===== src/rtl/secd_pkg.sv =====
// Purpose: shared constants and types for the serial extended-command decoder
// Assumes: one core clock, serial link sampled as plain inputs
// Notes: command codes and bank layout live here only
package secd_pkg;

    // command bytes and their data values
    localparam logic [7:0] CMD_ACTIVATE = 8'h50;
    localparam logic [7:0] ACT_FEATURES = 8'h73;
    localparam logic [7:0] ACT_BANK = 8'h53;
    localparam logic [7:0] CMD_RX_WIDTH = 8'h60;
    localparam logic [4:0] CMD_ACK_PL_TOP = 5'h15;
    localparam logic [7:0] CMD_NOACK_PL = 8'hB0;
    localparam logic [7:0] CMD_IDLE_STATUS = 8'hFF;
    localparam logic [2:0] CMD_REG_RD_TOP = 3'h0;
    localparam logic [2:0] CMD_REG_WR_TOP = 3'h1;

    // limits
    localparam logic [2:0] PIPE_LAST = 3'h5;
    localparam logic [5:0] PAYLOAD_MAX = 6'h20;
    localparam logic [1:0] ACK_SLOTS = 2'h3;
    localparam int FIFO_DEPTH = 4;

    // bank status bit and reversed-order range in bank 1
    localparam logic [4:0] BANK_STATUS_ADDR = 5'h07;
    localparam int BANK_STATUS_BIT = 7;
    localparam logic [4:0] BANK1_REV_LAST = 5'h08;

    // reset values
    localparam logic BANK_RESET = 1'h0;
    localparam logic FEATURES_RESET = 1'h0;

    // kind of a beat handed to the core
    typedef enum logic [2:0] {
        K_NONE = 3'h0,
        K_REG_RD = 3'h1,
        K_REG_WR = 3'h2,
        K_ACTIVATE = 3'h3,
        K_RX_WIDTH = 3'h4,
        K_ACK_PL = 3'h5,
        K_NOACK_PL = 3'h6
    } secd_kind_t;

    // frame state, one-hot
    typedef enum logic [2:0] {
        ST_IDLE = 3'b001,
        ST_CMD = 3'b010,
        ST_DATA = 3'b100
    } secd_state_t;

    // one written byte, or an end-of-frame marker (frame_end set, data zero)
    typedef struct packed {
        secd_kind_t kind;
        logic frame_end;
        logic [4:0] target;
        logic [5:0] index;
        logic msb_first;
        logic [7:0] data;
    } secd_beat_t;

    // read request towards the register file of the core
    typedef struct packed {
        logic [4:0] addr;
        logic [5:0] index;
        logic msb_first;
    } secd_rd_req_t;

endpackage


===== src/rtl/secd_decoder.sv =====
// Purpose: serial slave decoding the extended command set of a packet radio
// Assumes: link pins oversampled by core_clk_i; link clock at most 8 MHz
// Notes: register contents live in the core; this block streams writes out
//
// Summary of operation
// - unlock byte then 0x73 toggles extra commands
// - repeating it disables them again
// - unlock only in power-down or standby
// - extras start off; ignored writes, zero reads
// - unlock then 0x53 toggles bank, bit7 status_reg_seven forced to 0 in bank 0 only
// - width command returns receive head length
// - ack payload pipe in low bits, 0-5
// - at most three pending ack payloads
// - same-pipe ack payloads leave in order
// - one to 32 bytes, from byte zero
// - unacked transmit write disables acknowledge once
// - all-ones byte is no operation
// - bank 0, bank-1 regs 9-14 LSB byte first
// - bank-1 regs 0-8 MSB byte first
// - status shifts out during command byte
module secd_decoder (
    input wire logic core_clk_i,
    input wire logic rst_n_i,
    input wire logic sclk_i,
    input wire logic mosi_i,
    input wire logic chip_select_n_i,
    output logic miso_o,
    output logic miso_oe_o,
    input wire logic [7:0] status_i,
    input wire logic standby_i,
    input wire logic [7:0] rx_width_i,
    output secd_pkg::secd_rd_req_t rd_req_o,
    input wire logic [7:0] reg_rd_data_i,
    input wire logic ack_payload_sent_i,
    output logic beat_valid_o,
    input wire logic beat_ready_i,
    output secd_pkg::secd_beat_t beat_o,
    output logic features_on_o,
    output logic bank_sel_o,
    output logic [1:0] ack_pending_o,
    output logic overrun_o
);
    import secd_pkg::*;

    // two-stage synchronisers plus one history stage for edges
    logic [2:0] sclk_sync_reg, csn_sync_reg, sclk_sync_next, csn_sync_next;
    logic [1:0] mosi_sync_reg, mosi_sync_next;
    logic sclk_rise, sclk_fall, cs_fall, cs_rise, csn_s, mosi_s;

    always_comb begin
        sclk_sync_next = {sclk_sync_reg[1:0], sclk_i};
        csn_sync_next = {csn_sync_reg[1:0], chip_select_n_i};
        mosi_sync_next = {mosi_sync_reg[0], mosi_i};
    end
    always_ff @(posedge core_clk_i) begin
        if (!rst_n_i) begin
            sclk_sync_reg <= 3'h0;
            csn_sync_reg <= 3'h7;
            mosi_sync_reg <= 2'h0;
        end else begin
            sclk_sync_reg <= sclk_sync_next;
            csn_sync_reg <= csn_sync_next;
            mosi_sync_reg <= mosi_sync_next;
        end
    end

    // edge pulses act as one-cycle enables on the core clock
    assign sclk_rise = sclk_sync_reg[1] && !sclk_sync_reg[2];
    assign sclk_fall = !sclk_sync_reg[1] && sclk_sync_reg[2];
    assign cs_fall = !csn_sync_reg[1] && csn_sync_reg[2];
    assign cs_rise = csn_sync_reg[1] && !csn_sync_reg[2];
    assign csn_s = csn_sync_reg[1];
    assign mosi_s = mosi_sync_reg[1];

    // frame state
    secd_state_t st_reg, st_next;
    secd_kind_t kind_reg, kind_next;
    logic [4:0] target_reg, target_next;
    logic [2:0] bit_reg, bit_next;
    logic [5:0] byte_reg, byte_next;
    logic [7:0] rxs_reg, rxs_next, txs_reg, txs_next, nxt_reg, nxt_next;
    logic fetch_reg, fetch_next, load_reg, load_next;
    logic miso_reg, miso_next, oe_reg, oe_next;
    logic feat_reg, feat_next, bank_reg, bank_next;
    logic [1:0] ack_cnt_reg, ack_cnt_next;
    logic ovr_reg, ovr_next;
    secd_rd_req_t rdq_reg, rdq_next;
    secd_beat_t pend_reg, pend_next, fifo_data;
    logic pend_v_reg, pend_v_next, fifo_in_ready, ack_done;
    logic [7:0] rx_byte, rd_byte;

    assign rx_byte = {rxs_reg[6:0], mosi_s};

    // byte returned on a read: register data, width, or zeros when locked
    always_comb begin
        rd_byte = 8'h00;
        if (kind_reg == K_REG_RD) begin
            rd_byte = reg_rd_data_i;
            if (!bank_reg && rdq_reg.addr == BANK_STATUS_ADDR && rdq_reg.index == 6'h00) begin
                rd_byte[BANK_STATUS_BIT] = bank_reg;
            end
        end else if (kind_reg == K_RX_WIDTH && feat_reg) begin
            rd_byte = rx_width_i;
        end
    end

    // main decode; a queued beat that is still waiting when the next one comes is an overrun
    always_comb begin
        st_next = st_reg;
        kind_next = kind_reg;
        target_next = target_reg;
        bit_next = bit_reg;
        byte_next = byte_reg;
        rxs_next = rxs_reg;
        txs_next = txs_reg;
        nxt_next = nxt_reg;
        fetch_next = 1'b0;
        load_next = load_reg;
        miso_next = miso_reg;
        oe_next = oe_reg;
        feat_next = feat_reg;
        bank_next = bank_reg;
        ovr_next = ovr_reg;
        rdq_next = rdq_reg;
        pend_next = pend_reg;
        pend_v_next = pend_v_reg && !fifo_in_ready;
        ack_done = 1'b0;
        if (fetch_reg) begin
            nxt_next = rd_byte;
            load_next = 1'b1;
        end
        if (cs_fall) begin
            st_next = ST_CMD;
            kind_next = K_NONE;
            bit_next = 3'h0;
            byte_next = 6'h00;
            load_next = 1'b0;
            // status leaves with the command byte
            miso_next = status_i[7];
            txs_next = {status_i[6:0], 1'b0};
            oe_next = 1'b1;
            ovr_next = 1'b0;
        end else if (cs_rise) begin
            st_next = ST_IDLE;
            oe_next = 1'b0;
            if (st_reg == ST_DATA && byte_reg != 6'h00 &&
                (kind_reg == K_REG_WR || kind_reg == K_ACK_PL || kind_reg == K_NOACK_PL)) begin
                if (pend_v_next) begin
                    ovr_next = 1'b1;
                end else begin
                    // end count saturates at the stored length, so dropped bytes are not reported
                    pend_next = '{kind_reg, 1'b1, target_reg, (byte_reg > PAYLOAD_MAX) ? PAYLOAD_MAX : byte_reg,
                        rdq_reg.msb_first, 8'h00};
                    pend_v_next = 1'b1;
                end
                ack_done = (kind_reg == K_ACK_PL);
            end
        end else if (!csn_s && sclk_rise && st_reg != ST_IDLE) begin
            rxs_next = rx_byte;
            bit_next = bit_reg + 3'h1;
            if (bit_reg == 3'h7) begin
                fetch_next = 1'b1;
                if (st_reg == ST_CMD) begin
                    st_next = ST_DATA;
                    byte_next = 6'h00;
                    target_next = rx_byte[4:0];
                    kind_next = K_NONE;
                    if (rx_byte[7:5] == CMD_REG_RD_TOP) begin
                        kind_next = K_REG_RD;
                    end else if (rx_byte[7:5] == CMD_REG_WR_TOP) begin
                        kind_next = K_REG_WR;
                    end else if (rx_byte == CMD_ACTIVATE) begin
                        kind_next = K_ACTIVATE;
                    end else if (rx_byte == CMD_RX_WIDTH) begin
                        kind_next = K_RX_WIDTH;
                    end else if (rx_byte[7:3] == CMD_ACK_PL_TOP) begin
                        if (feat_reg && rx_byte[2:0] <= PIPE_LAST && ack_cnt_reg != ACK_SLOTS) begin
                            kind_next = K_ACK_PL;
                            target_next = {2'b00, rx_byte[2:0]};
                        end
                    end else if (rx_byte == CMD_NOACK_PL) begin
                        if (feat_reg) begin
                            kind_next = K_NOACK_PL;
                        end
                    end else if (rx_byte == CMD_IDLE_STATUS) begin
                        kind_next = K_NONE;
                    end
                    rdq_next.addr = rx_byte[4:0];
                    rdq_next.index = 6'h00;
                    rdq_next.msb_first = bank_reg && rx_byte[4:0] <= BANK1_REV_LAST;
                end else begin
                    if (byte_reg != 6'h3F) begin
                        byte_next = byte_reg + 6'h01;
                    end
                    rdq_next.index = byte_next;
                    if (kind_reg == K_ACTIVATE && byte_reg == 6'h00 && standby_i) begin
                        if (rx_byte == ACT_FEATURES) begin
                            feat_next = !feat_reg;
                        end
                        if (rx_byte == ACT_BANK) begin
                            bank_next = !bank_reg;
                        end
                    end
                    // bytes past 32 are dropped; index counts from zero
                    if ((kind_reg == K_REG_WR || kind_reg == K_ACK_PL || kind_reg == K_NOACK_PL) &&
                        byte_reg < PAYLOAD_MAX) begin
                        if (pend_v_next) begin
                            ovr_next = 1'b1;
                        end else begin
                            pend_next = '{kind_reg, 1'b0, target_reg, byte_reg, rdq_reg.msb_first, rx_byte};
                            pend_v_next = 1'b1;
                        end
                    end
                end
            end
        end else if (!csn_s && sclk_fall && st_reg != ST_IDLE) begin
            if (load_reg) begin
                miso_next = nxt_reg[7];
                txs_next = {nxt_reg[6:0], 1'b0};
                load_next = 1'b0;
            end else begin
                miso_next = txs_reg[7];
                txs_next = {txs_reg[6:0], 1'b0};
            end
        end
    end

    // pending ack count; a send and a new payload together cancel
    always_comb begin
        ack_cnt_next = ack_cnt_reg;
        if (ack_done && !ack_payload_sent_i) begin
            ack_cnt_next = ack_cnt_reg + 2'h1;
        end else if (!ack_done && ack_payload_sent_i && ack_cnt_reg != 2'h0) begin
            ack_cnt_next = ack_cnt_reg - 2'h1;
        end
    end

    always_ff @(posedge core_clk_i) begin
        if (!rst_n_i) begin
            st_reg <= ST_IDLE;
            kind_reg <= K_NONE;
            target_reg <= 5'h00;
            bit_reg <= 3'h0;
            byte_reg <= 6'h00;
            rxs_reg <= 8'h00;
            txs_reg <= 8'h00;
            nxt_reg <= 8'h00;
            fetch_reg <= 1'b0;
            load_reg <= 1'b0;
            miso_reg <= 1'b0;
            oe_reg <= 1'b0;
            feat_reg <= FEATURES_RESET;
            bank_reg <= BANK_RESET;
            ack_cnt_reg <= 2'h0;
            ovr_reg <= 1'b0;
            rdq_reg <= '0;
            pend_reg <= '0;
            pend_v_reg <= 1'b0;
        end else begin
            st_reg <= st_next;
            kind_reg <= kind_next;
            target_reg <= target_next;
            bit_reg <= bit_next;
            byte_reg <= byte_next;
            rxs_reg <= rxs_next;
            txs_reg <= txs_next;
            nxt_reg <= nxt_next;
            fetch_reg <= fetch_next;
            load_reg <= load_next;
            miso_reg <= miso_next;
            oe_reg <= oe_next;
            feat_reg <= feat_next;
            bank_reg <= bank_next;
            ack_cnt_reg <= ack_cnt_next;
            ovr_reg <= ovr_next;
            rdq_reg <= rdq_next;
            pend_reg <= pend_next;
            pend_v_reg <= pend_v_next;
        end
    end

    // one queue keeps write order, so same-pipe payloads stay in order
    assign fifo_data = pend_reg;
    secd_fifo #(
        .WIDTH($bits(secd_beat_t)),
        .DEPTH(FIFO_DEPTH)
    ) u_fifo (
        .core_clk_i(core_clk_i),
        .rst_n_i(rst_n_i),
        .in_valid_i(pend_v_reg),
        .in_ready_o(fifo_in_ready),
        .in_data_i(fifo_data),
        .out_valid_o(beat_valid_o),
        .out_ready_i(beat_ready_i),
        .out_data_o(beat_o)
    );

    // outputs from flops
    assign miso_o = miso_reg;
    assign miso_oe_o = oe_reg;
    assign rd_req_o = rdq_reg;
    assign features_on_o = feat_reg;
    assign bank_sel_o = bank_reg;
    assign ack_pending_o = ack_cnt_reg;
    assign overrun_o = ovr_reg;
endmodule // secd_decoder


===== src/rtl/secd_fifo.sv =====
// Purpose: small shift FIFO carrying decoded write beats to the core
// Assumes: same clock on both sides
// Notes: the head is always entry 0, so the output comes straight from flops
module secd_fifo #(
    parameter int WIDTH = 24,
    parameter int DEPTH = 4
) (
    input wire logic core_clk_i,
    input wire logic rst_n_i,
    input wire logic in_valid_i,
    output logic in_ready_o,
    input wire logic [WIDTH-1:0] in_data_i,
    output logic out_valid_o,
    input wire logic out_ready_i,
    output logic [WIDTH-1:0] out_data_o
);
    localparam int CW = $clog2(DEPTH + 1);
    logic [WIDTH-1:0] mem_reg [DEPTH];
    logic [WIDTH-1:0] mem_next [DEPTH];
    logic [CW-1:0] cnt_reg, cnt_next;
    logic push, pop;

    assign in_ready_o = (cnt_reg != CW'(DEPTH));
    assign out_valid_o = (cnt_reg != '0);
    assign out_data_o = mem_reg[0];
    assign push = in_valid_i && in_ready_o;
    assign pop = out_valid_o && out_ready_i;

    // each entry shifts down on a pop and takes the new word at the tail
    generate
        for (genvar i = 0; i < DEPTH; i++) begin : g_ent
            always_comb begin
                mem_next[i] = mem_reg[i];
                if (pop) begin
                    mem_next[i] = (i + 1 < DEPTH) ? mem_reg[(i + 1) % DEPTH] : '0;
                end
                if (push && (CW'(i) == (pop ? cnt_reg - CW'(1) : cnt_reg))) begin
                    mem_next[i] = in_data_i;
                end
            end
            always_ff @(posedge core_clk_i) begin
                if (!rst_n_i) begin
                    mem_reg[i] <= '0;
                end else begin
                    mem_reg[i] <= mem_next[i];
                end
            end
        end
    endgenerate

    // occupancy
    always_comb begin
        cnt_next = cnt_reg + CW'(push) - CW'(pop);
    end
    always_ff @(posedge core_clk_i) begin
        if (!rst_n_i) begin
            cnt_reg <= '0;
        end else begin
            cnt_reg <= cnt_next;
        end
    end
endmodule // secd_fifo


===== config.mk =====
export PLATFORM = sky130hd
export DESIGN_NAME = secd_decoder
export DESIGN_NICKNAME = d
export VERILOG_FILES = /design/src/rtl/secd_pkg.sv /design/src/rtl/secd_decoder.sv /design/src/rtl/secd_fifo.sv
export SDC_FILE = /design/constraint.sdc
export NUM_CORES = 1
export LEC_CHECK = 0
export ABC_AREA = 1
export BUFFER_PORTS_ARGS = -buffer_cell sky130_fd_sc_hd__buf_4
export CAP_MARGIN = 20
export CORE_MARGIN = 2
export CORE_UTILIZATION = 55
export DETAILED_ROUTE_END_ITERATION = 12
export GPL_TIMING_DRIVEN = 0
export PLACE_DENSITY_LB_ADDON = 0.2
export SKIP_LAST_GASP = 1
export SYNTH_ARGS = -nofsm -noshare
export SYNTH_HDL_FRONTEND = slang
export SYNTH_SLANG_ARGS = --single-unit
export TNS_END_PERCENT = 30

===== constraint.sdc =====
create_clock -name core_clk_i -period 3.5 [get_ports core_clk_i]
set_input_delay 0 -clock core_clk_i [delete_from_list [all_inputs] [get_ports core_clk_i]]
set_output_delay 0 -clock core_clk_i [all_outputs]
set_load 0.03 [all_outputs]

# Word level (Yosys, flattened, before mapping)
# Memory sizes are Yosys's and may differ from the RTL's.
# Index checks and enable logic that the tools add are counted.
# Widths: inputs -> output; s select.
# word_totals
out_inout_bits	44
ramBits	96
mem_count	1
in_bits	32
elab_cells	240
reg_bits	100
# memory_table
name	depth	word_bits	read_ports	rd_clocked_by_memory_dff	write_ports	line	source
u_fifo.mem_reg	4	24	4	0	4	secd_fifo.sv:18	logic [WIDTH-1:0] mem_reg [DEPTH];
# op_classes
order_cmp	4
add_sub_neg	7
eq_ne	28
bitwise	10
reduce_logical	73
mux	85
# ops
operator	count
$mux 24	20
$mux 8	7
$mux 1	33
$eq 8x7->1 const B	4
$mux 5	6
$logic_and 1x1->1	29
$mux 3	9
$reduce_and 7->1	3
$mux 6	3
$reduce_and 3->1	6
$eq 3x3->1 const B	5
$mux 2	7
$reduce_bool 2->1	7
$logic_not 6->1	2
$reduce_bool 3->1	4
$reduce_and 5->1	2
$eq 3x2->1 const B	3
$logic_not 1->1	9
$eq 8x8->1 const B	1
$ne 2x2->1 const B	4
$reduce_and 4->1	2
$add 6x1->6 const B	1
$eq 2x3->1 const A	2
$eq 3x1->1 const B	2
26 further kinds	36

# Logic depth before layout (Yosys ltp)
# Gate-level depths: netlist of run 1.
# depth
depth_word	12
mapped_depth	13
depth_no_buf	11

# Cells and area by module
# Synthesis of run 1 repeated with hierarchy kept, for this count alone.
# unflattened
hier_cells	1365
hier_area_um2	9341.5
# modules_own_cells
mod	instances	area_per_inst_um2	seq_area_each_um2	cells_each
secd_fifo	1	4971.0	1981.9	739
secd_decoder	1	4370.4	1861.8	626

# Least setup slack after synthesis of run 1
# OpenSTA, ideal clock, no wires.
# synth_path
path_kind	register to register
from	register u_fifo.cnt_reg[1]
to	memory u_fifo.mem_reg[3][23] (netlist: u_fifo.mem_reg[1][47])
path_buffers	3
path_slack_ns	0.890
arrival_time_ns	2.540
period_less_slack_ns	2.610
path_stages_with_launch	13
t_required_ns	3.430
path_cell_list	dfxtp_1 inv_1 ha_1 a21boi_2 buf_2 buf_1 ha_1 nor2_1 nand3_2 inv_2 buf_4 nand2_1 a21oi_1
# synth_rtl
item	line	source
start: declaration	secd_fifo.sv:20	logic [CW-1:0] cnt_reg, cnt_next;
start signal: assignment	secd_fifo.sv:59	cnt_reg <= cnt_next;
end: declaration	secd_fifo.sv:18	

==> results of run 1 <==
## through the flow
stage | total power (uW) | hold slack, ps | instance area (um^2) | worst slack [ps]
2_1_floorplan | 3150 | 97.6 | 9330 | 890
3_3_place_gp | 3500 | 185 | 10200 | 87.2
3_5_place_dp | 3520 | 194 | 10200 | 52.5
4_1_cts | 5670 | 202 | 11100 | 34.2
5_1_grt | 5910 | 265 | 11100 | 345
6_report | 5670 | 216 | 11100 | 594
## placed cells by master, fill, tap and decap left out, drive strengths merged
cell	count
nand2	381
dfxtp	192
a21oi	143
buf	142
nand3	131
nor2	118
inv	106
nand4	78
clkbuf	70
o21ai	54
dlygate4sd3	28
ha	10
o211ai	9
nor3	7
a211oi	7
clkinv	6
bufinv	5
or2	3
xor2	3
nand3b	2
a31oi	2
a21boi	1
and2	1
and3b	1
nor4	1
mux2i	1
and3	1
a41oi	1
fa	1
clkinvlp	1
## timing repair
item,4_1_cts,5_1_grt
endpoints found under the hold margin,20,0
resized for setup,0,1
hold buffers,28,0
setup endpoints to repair,0,45
## worst max-delay path by stage
stage                            from                     to  slack (ps)
floorplan           u_fifo.cnt_reg[1]  u_fifo.mem_reg[1][47]         890
global placement    u_fifo.cnt_reg[1]  u_fifo.mem_reg[1][47]          90
detailed placement  u_fifo.cnt_reg[1]  u_fifo.mem_reg[1][45]          50
CTS                 u_fifo.cnt_reg[1]  u_fifo.mem_reg[1][45]          30
global route        u_fifo.cnt_reg[1]  u_fifo.mem_reg[1][47]         340
finish              u_fifo.cnt_reg[1]  u_fifo.mem_reg[0][15]         590
## cell usage after synthesis, types with 3 or more instances
cell type	instances	area (um^2)
nand2_1	378	1420
nand3_2	3	30.0
a21oi_1	143	716
nor3_1	7	35.0
nand2_2	3	18.8
nand3_1	128	641
clkbuf_1	53	199
buf_4	35	263
inv_1	97	364
o21ai_0	52	260
ha_1	10	125
xor2_1	3	26.3
nor2_1	118	443
dfxtp_1	192	3840
buf_1	14	52.6
or2_2	3	18.8
a211oi_1	7	52.6
buf_2	17	85.1
inv_2	5	18.8
buf_6	3	33.8
o211ai_1	9	67.6
nand4_1	78	488
## final cells by class
class,count,share of cell area
plain buffers,121,0.0567
clock buffers,17,0.0383
clock inverters,15,0.0209
inverters,103,0.0348
multi-input cells,956,0.403
flip-flops and latches,192,0.346
well taps,220,0.0248
repair buffers,102,0.0753
## power by group
part | internal, uW | leakage (uW) | switching [uW]
clock network | 1280 | 0.000320 | 888
logic | 289 | 0.00297 | 983
registers | 2210 | 0.00155 | 17.8
## logic make-up (layout without fill, tap and decap cells)
family	count (synthesis)	in the layout	share of synthesized area
AND/OR/NAND/NOR	724	724	0.336
buffers and inverters	225	358	0.109
AO/OA/AOI/OAI	217	217	0.123
flip-flops	192	192	0.412
adder cells (fa/ha/maj)	11	11	0.0156
XOR/XNOR	3	3	0.00282
multiplexers	1	1	0.00107
## per-layer routing
metal  up-vias  part of all wire  track usage
met3        66             0.059       0.0442
li1       4733                 -            -
met1      4047              0.41        0.333
met4         0             0.032        0.137
met2       323              0.50        0.507
met5         -                 0            0
## tightest hold or removal path, stage by stage
cell     delay (ps)
buf_4           110
and3_1          170
nand4_1          70
nor2_1           70
nand3_1          90
nand2_1          40
nor2_1           70
==> flow_metrics.py, run 1 <==
metrics = {
    "outcome": {
        "status": "finished, final reports clean",
    },
    "sta": {
        "finalSetupViolations": 0,
        "clock_skew_ps": 8.83,
        "hold_viol": 0,
        "maxSlewViolCount": 0,
        "tightest_slew_ps": 877,
        "tns_ps": 0,
        "period_minus_slack_ps": 2910,
        "slew_headroom": 0.415,
        "rsz0062_at_grt": "false",
        "period_share": 0.830,
        "fmax_mhz": 344,
    },
    "clock_tree": {
        "clk_pin_slew_ps": 70,
        "cts_setup_buffers": 0,
        "numCtsBuffers": 17,
        "numClockSinks": 192,
        "cts_tree": "built",
        "htreeDepth": 4,
        "clk_latency_ps": 440,
        "cts_root_buf": "clkbuf_16",
        "cts_buffer_depth": 2,
    },
    "floorplanning": {
        "fp-row-count": 47,
        "die_y_um": 134,
        "die_area_um2": 18000,
        "start_util": 0.563,
        "die_w_um": 134,
        "ios": 76,
        "core_area_um2": 16600,
    },
    "critical_path": {
        "max_stage_delay_ps": 380,
        "cp.arrival_ps": 3210,
        "timing.rr.start": "u_fifo.cnt_reg[1]",
        "critPathMostFrequentCell": "buf_2",
        "ff2ff_setup_slack_ps": 590,
        "worstPathCellList": "inv_1 > ha_1 > a21boi_2 > buf_2 > ha_1 > inv_1 > nor2_1 > buf_2 > buf_2 > nand4_1 > nand2_1 > a21oi_1",
        "crit_family": "buffers and inverters",
        "worstSetupStartpointType": "register",
        "end_kind": "register",
        "critical_path_cell_count": 12,
        "cp_slowest_cell": "buf_2",
        "path_class": "register to register",
        "crit_fanout": 19,
        "r2r_cells": 12,
        "critical_path_required_ps": 3800,
        "r2r-end": "u_fifo.mem_reg[0][15]",
        "cp_num_buf_inv": 5,
    },
    "grt": {
        "grt_max_degree": 18,
        "antenna_found_initial": 0,
        "grt_pass1_wl_mm": 41.3,
        "grt_overflow_total": 0,
        "grtUsageTotal": 0.284,
        "grt_pass1_vias": 8641,
    },
    "synthesis": {
        "ys_seq_area_frac": 0.412,
        "synth_cell_types": 35,
        "async_reset_ff_frac": 0,
        "syn_avg_cell_area_um2": 6.80,
        "synthCells": 1373,
        "synth_seq_cells": 192,
        "synthFlopType": "dfxtp_1",
        "syn-cell-area_um2": 9330,
        "syn_nets": 1416,
        "yosys_warnings": 0,
        "synth_edf_count": 0,
    },
    "detailed_routing": {
        "first_pass_iters": 5,
        "ant_nets": 0,
        "wl_mm": 24.9,
        "drt_iter0_drc": 608,
        "wire_per_inst_um": 14.4,
        "drcViolationCount": 0,
        "dr_total_vias": 9169,
        "viasPerCell": 5.31,
    },
    "place": {
        "port-buffer-count": 74,
        "dp_cells": 1667,
        "dp_hpwl_mm": 18.5,
        "gp_congestion": 0.943,
    },
    "cells_and_area": {
        "synthToLayoutAreaGrowth_pct": 18.9,
        "final_util": 0.669,
        "layoutNonFillerInstCount": 1726,
        "register_area_um2": 3840,
        "nNetsFinal": 1536,
        "drive_above_1_share": 0.118,
        "multi_input_area_um2": 4470,
        "largest_reg_flops": 96,
        "diodes": 0,
        "n_fill_cell": 1506,
    },
    "power": {
        "ir_worst_vdd_v": 0.000383,
        "p_leak_uw": 0.00484,
        "p_per_area_nw_per_um2": 511,
    },
    "job": {
        "maxCapViolations": 0,
    },
    "min_path": {
        "hold_class": "input pin to register",
        "min_delay_path_depth": 7,
        "hold_end": "bank_sel_o",
        "hold_start": "standby_i",
    },
}
No activity file was read; power rests on OpenSTA's default activity.
==> run 2: changes to the inputs <==
==> constraint.sdc (replaced) <==
create_clock -name core_clk_i -period 2.9 [get_ports core_clk_i]
set_input_delay 0 -clock core_clk_i [delete_from_list [all_inputs] [get_ports core_clk_i]]
set_output_delay 0 -clock core_clk_i [all_outputs]
set_load 0.03 [all_outputs]
==> flow_metrics.py, run 2 (synthesis gave the netlist of run 1 again) <==
metrics = {
    "power": {
        "p_per_area_nw_per_um2": 617,
        "ir_worst_vdd_v": 0.000465,
        "p_seq_frac": 0.392,
        "pwr-share-clk": 0.381,
        "p_int_uw": 4570,
        "p_sw_uw": 2290,
        "combPwrFrac": 0.226,
        "p_leak_uw": 0.00484,
        "switching_share": 0.334,
    },
    "clock_tree": {
        "clk_latency_ps": 440,
        "cts_tree": "built",
        "clk_pin_slew_ps": 70,
        "cts_buffer_depth": 2,
        "htreeDepth": 4,
        "cts_root_buf": "clkbuf_16",
        "cts_setup_buffers": 0,
        "numClockSinks": 192,
        "numCtsBuffers": 17,
    },
    "critical_path": {
        "critical_path_cell_count": 12,
        "crit_family": "buffers and inverters",
        "r2r_cells": 12,
        "end_kind": "register",
        "timing.rr.start": "u_fifo.cnt_reg[1]",
        "crit_path_end": "u_fifo.mem_reg[0][6]",
        "crit_fanout": 19,
        "worstSetupStartpointType": "register",
        "critical_path_required_ps": 3210,
        "startpoint": "u_fifo.cnt_reg[1]",
        "ff2ff_setup_slack_ps": 190,
        "cp_slowest_cell": "dfxtp_1",
        "r2r-end": "u_fifo.mem_reg[0][6]",
        "cp_num_buf_inv": 5,
        "max_stage_delay_ps": 370,
        "worstPathCellList": "inv_1 > ha_1 > a21boi_2 > clkbuf_4 > ha_1 > inv_1 > nor2_2 > clkbuf_4 > buf_2 > nand4_1 > nand2_1 > a21oi_1",
        "cp.arrival_ps": 3020,
        "path_class": "register to register",
    },
    "sta": {
        "clock_skew_ps": 7.69,
        "tightest_slew_ps": 868,
        "setup_ws_ps": 186,
        "maxSlewViolCount": 0,
        "slew_headroom": 0.421,
        "rsz0062_at_grt": "false",
        "period_share": 0.936,
        "hold_viol": 0,
        "fmax_mhz": 368,
        "period_minus_slack_ps": 2710,
        "whs_ps": 219,
        "finalSetupViolations": 0,
        "tns_ps": 0,
    },
    "grt": {
        "grt_max_degree": 20,
        "grtUsageTotal": 0.284,
        "grt_pass1_vias": 8625,
        "grt_pass1_wl_mm": 41.3,
        "grt_overflow_total": 0,
        "antenna_found_initial": 0,
    },
    "floorplanning": {
        "core_area_um2": 16600,
        "ios": 76,
        "die_area_um2": 18000,
        "die_w_um": 134,
        "die_y_um": 134,
        "fp-row-count": 47,
        "start_util": 0.563,
    },
    "detailed_routing": {
        "drcViolationCount": 0,
        "wl_met2_mm": 12.3,
        "met3_length_mm": 1.50,
        "ant_nets": 0,
        "first_pass_iters": 7,
        "dr_total_vias": 9210,
        "m1WireLength_mm": 10.3,
        "top_layer_used": "met4",
        "wire_per_inst_um": 14.4,
        "wl_mm": 24.9,
        "viasPerCell": 5.34,
        "drt_iter0_drc": 578,
    },
    "place": {
        "pre_cts_ws_ps": -547,
        "placed_cell_area_um2": 10200,
        "dp_hpwl_mm": 18.5,
        "port-buffer-count": 74,
        "gp_congestion": 0.943,
    },
    "cells_and_area": {
        "largest_reg_flops": 96,
        "n_fill_cell": 1510,
        "final_cell_area_um2": 11100,
        "drive_above_1_share": 0.119,
        "final_cell_mix": "378 x nand2_1, 192 x dfxtp_1, 143 x a21oi_1",
        "nNetsFinal": 1536,
        "final_common_cell": "nand2_1",
        "diodes": 0,
        "synthToLayoutAreaGrowth_pct": 19.1,
    },
    "job": {
        "maxCapViolations": 0,
    },
    "outcome": {
        "status": "finished, final reports clean",
    },
    "min_path": {
        "hold_class": "input pin to register",
    },
}
## run 2: final cells by class
| type | instances | area (um^2) | share of cell area |
|---|---|---|---|
| buffer | 121 | 634 | 0.0571 |
| clock buffer | 17 | 425 | 0.0383 |
| clock inverter | 15 | 231 | 0.0208 |
| inverter | 103 | 387 | 0.0348 |
| multi-input combinational | 956 | 4480 | 0.403 |
| timing repair buffer | 102 | 836 | 0.0752 |
| tap | 220 | 275 | 0.0248 |
| sequential | 192 | 3840 | 0.346 |
## run 2: through the flow
step	total power (uW)	std cells	util
floorplan	3800	1373	-
global placement	4220	1667	0.613
CTS	6830	1726	0.669
global route	7140	1726	0.670
finish	6850	1726	0.670
detailed placement	4250	1667	0.613
## run 2: power groups by stage
| stage | logic, uW | clock network, uW | registers (uW) |
|---|---|---|---|
| after detailed placement | 1500 | 0 | 2750 |
| after CTS | 1520 | 2620 | 2690 |
| after global placement | 1470 | 0 | 2750 |
| after floorplan | 1050 | 0 | 2750 |
| after global routing | 1720 | 2730 | 2690 |
| final | 1550 | 2610 | 2690 |
## run 2: how the worst min path moves through the flow
stage / from / to / slack, ps / cells after the start
global placement: mosi_i / mosi_sync_reg[0] / 180 / 3
detailed placement: chip_select_n_i / csn_sync_reg[0] / 190 / 2
finish: beat_ready_i / u_fifo.mem_reg[1][25] / 220 / 6
CTS: rst_n_i / fifo_data[17] / 200 / 4
global route: standby_i / bank_sel_o / 270 / 6
floorplan: mosi_i / mosi_sync_reg[0] / 100 / 2
## run 2: what timing repair did
| item | CTS | global route |
|---|---|---|
| endpoints found under the setup margin | 97 | 70 |
| endpoints found under the hold margin | 20 | 0 |
| hold buffers | 28 | 0 |
| resized for setup | 1 | 4 |
## run 2: worst min-delay path, stage by stage
cell	delay [ps]
buf_4	90
nand3_1	80
nand2_2	130
nand3_2	150
nand3_1	100
a21oi_1	60
## run 2: metal layers
metal	vias up	GRT usage
met4	0	0.133
met2	331	0.509
li1	4730	-
met3	77	0.0423
met1	4072	0.334
met5	-	0
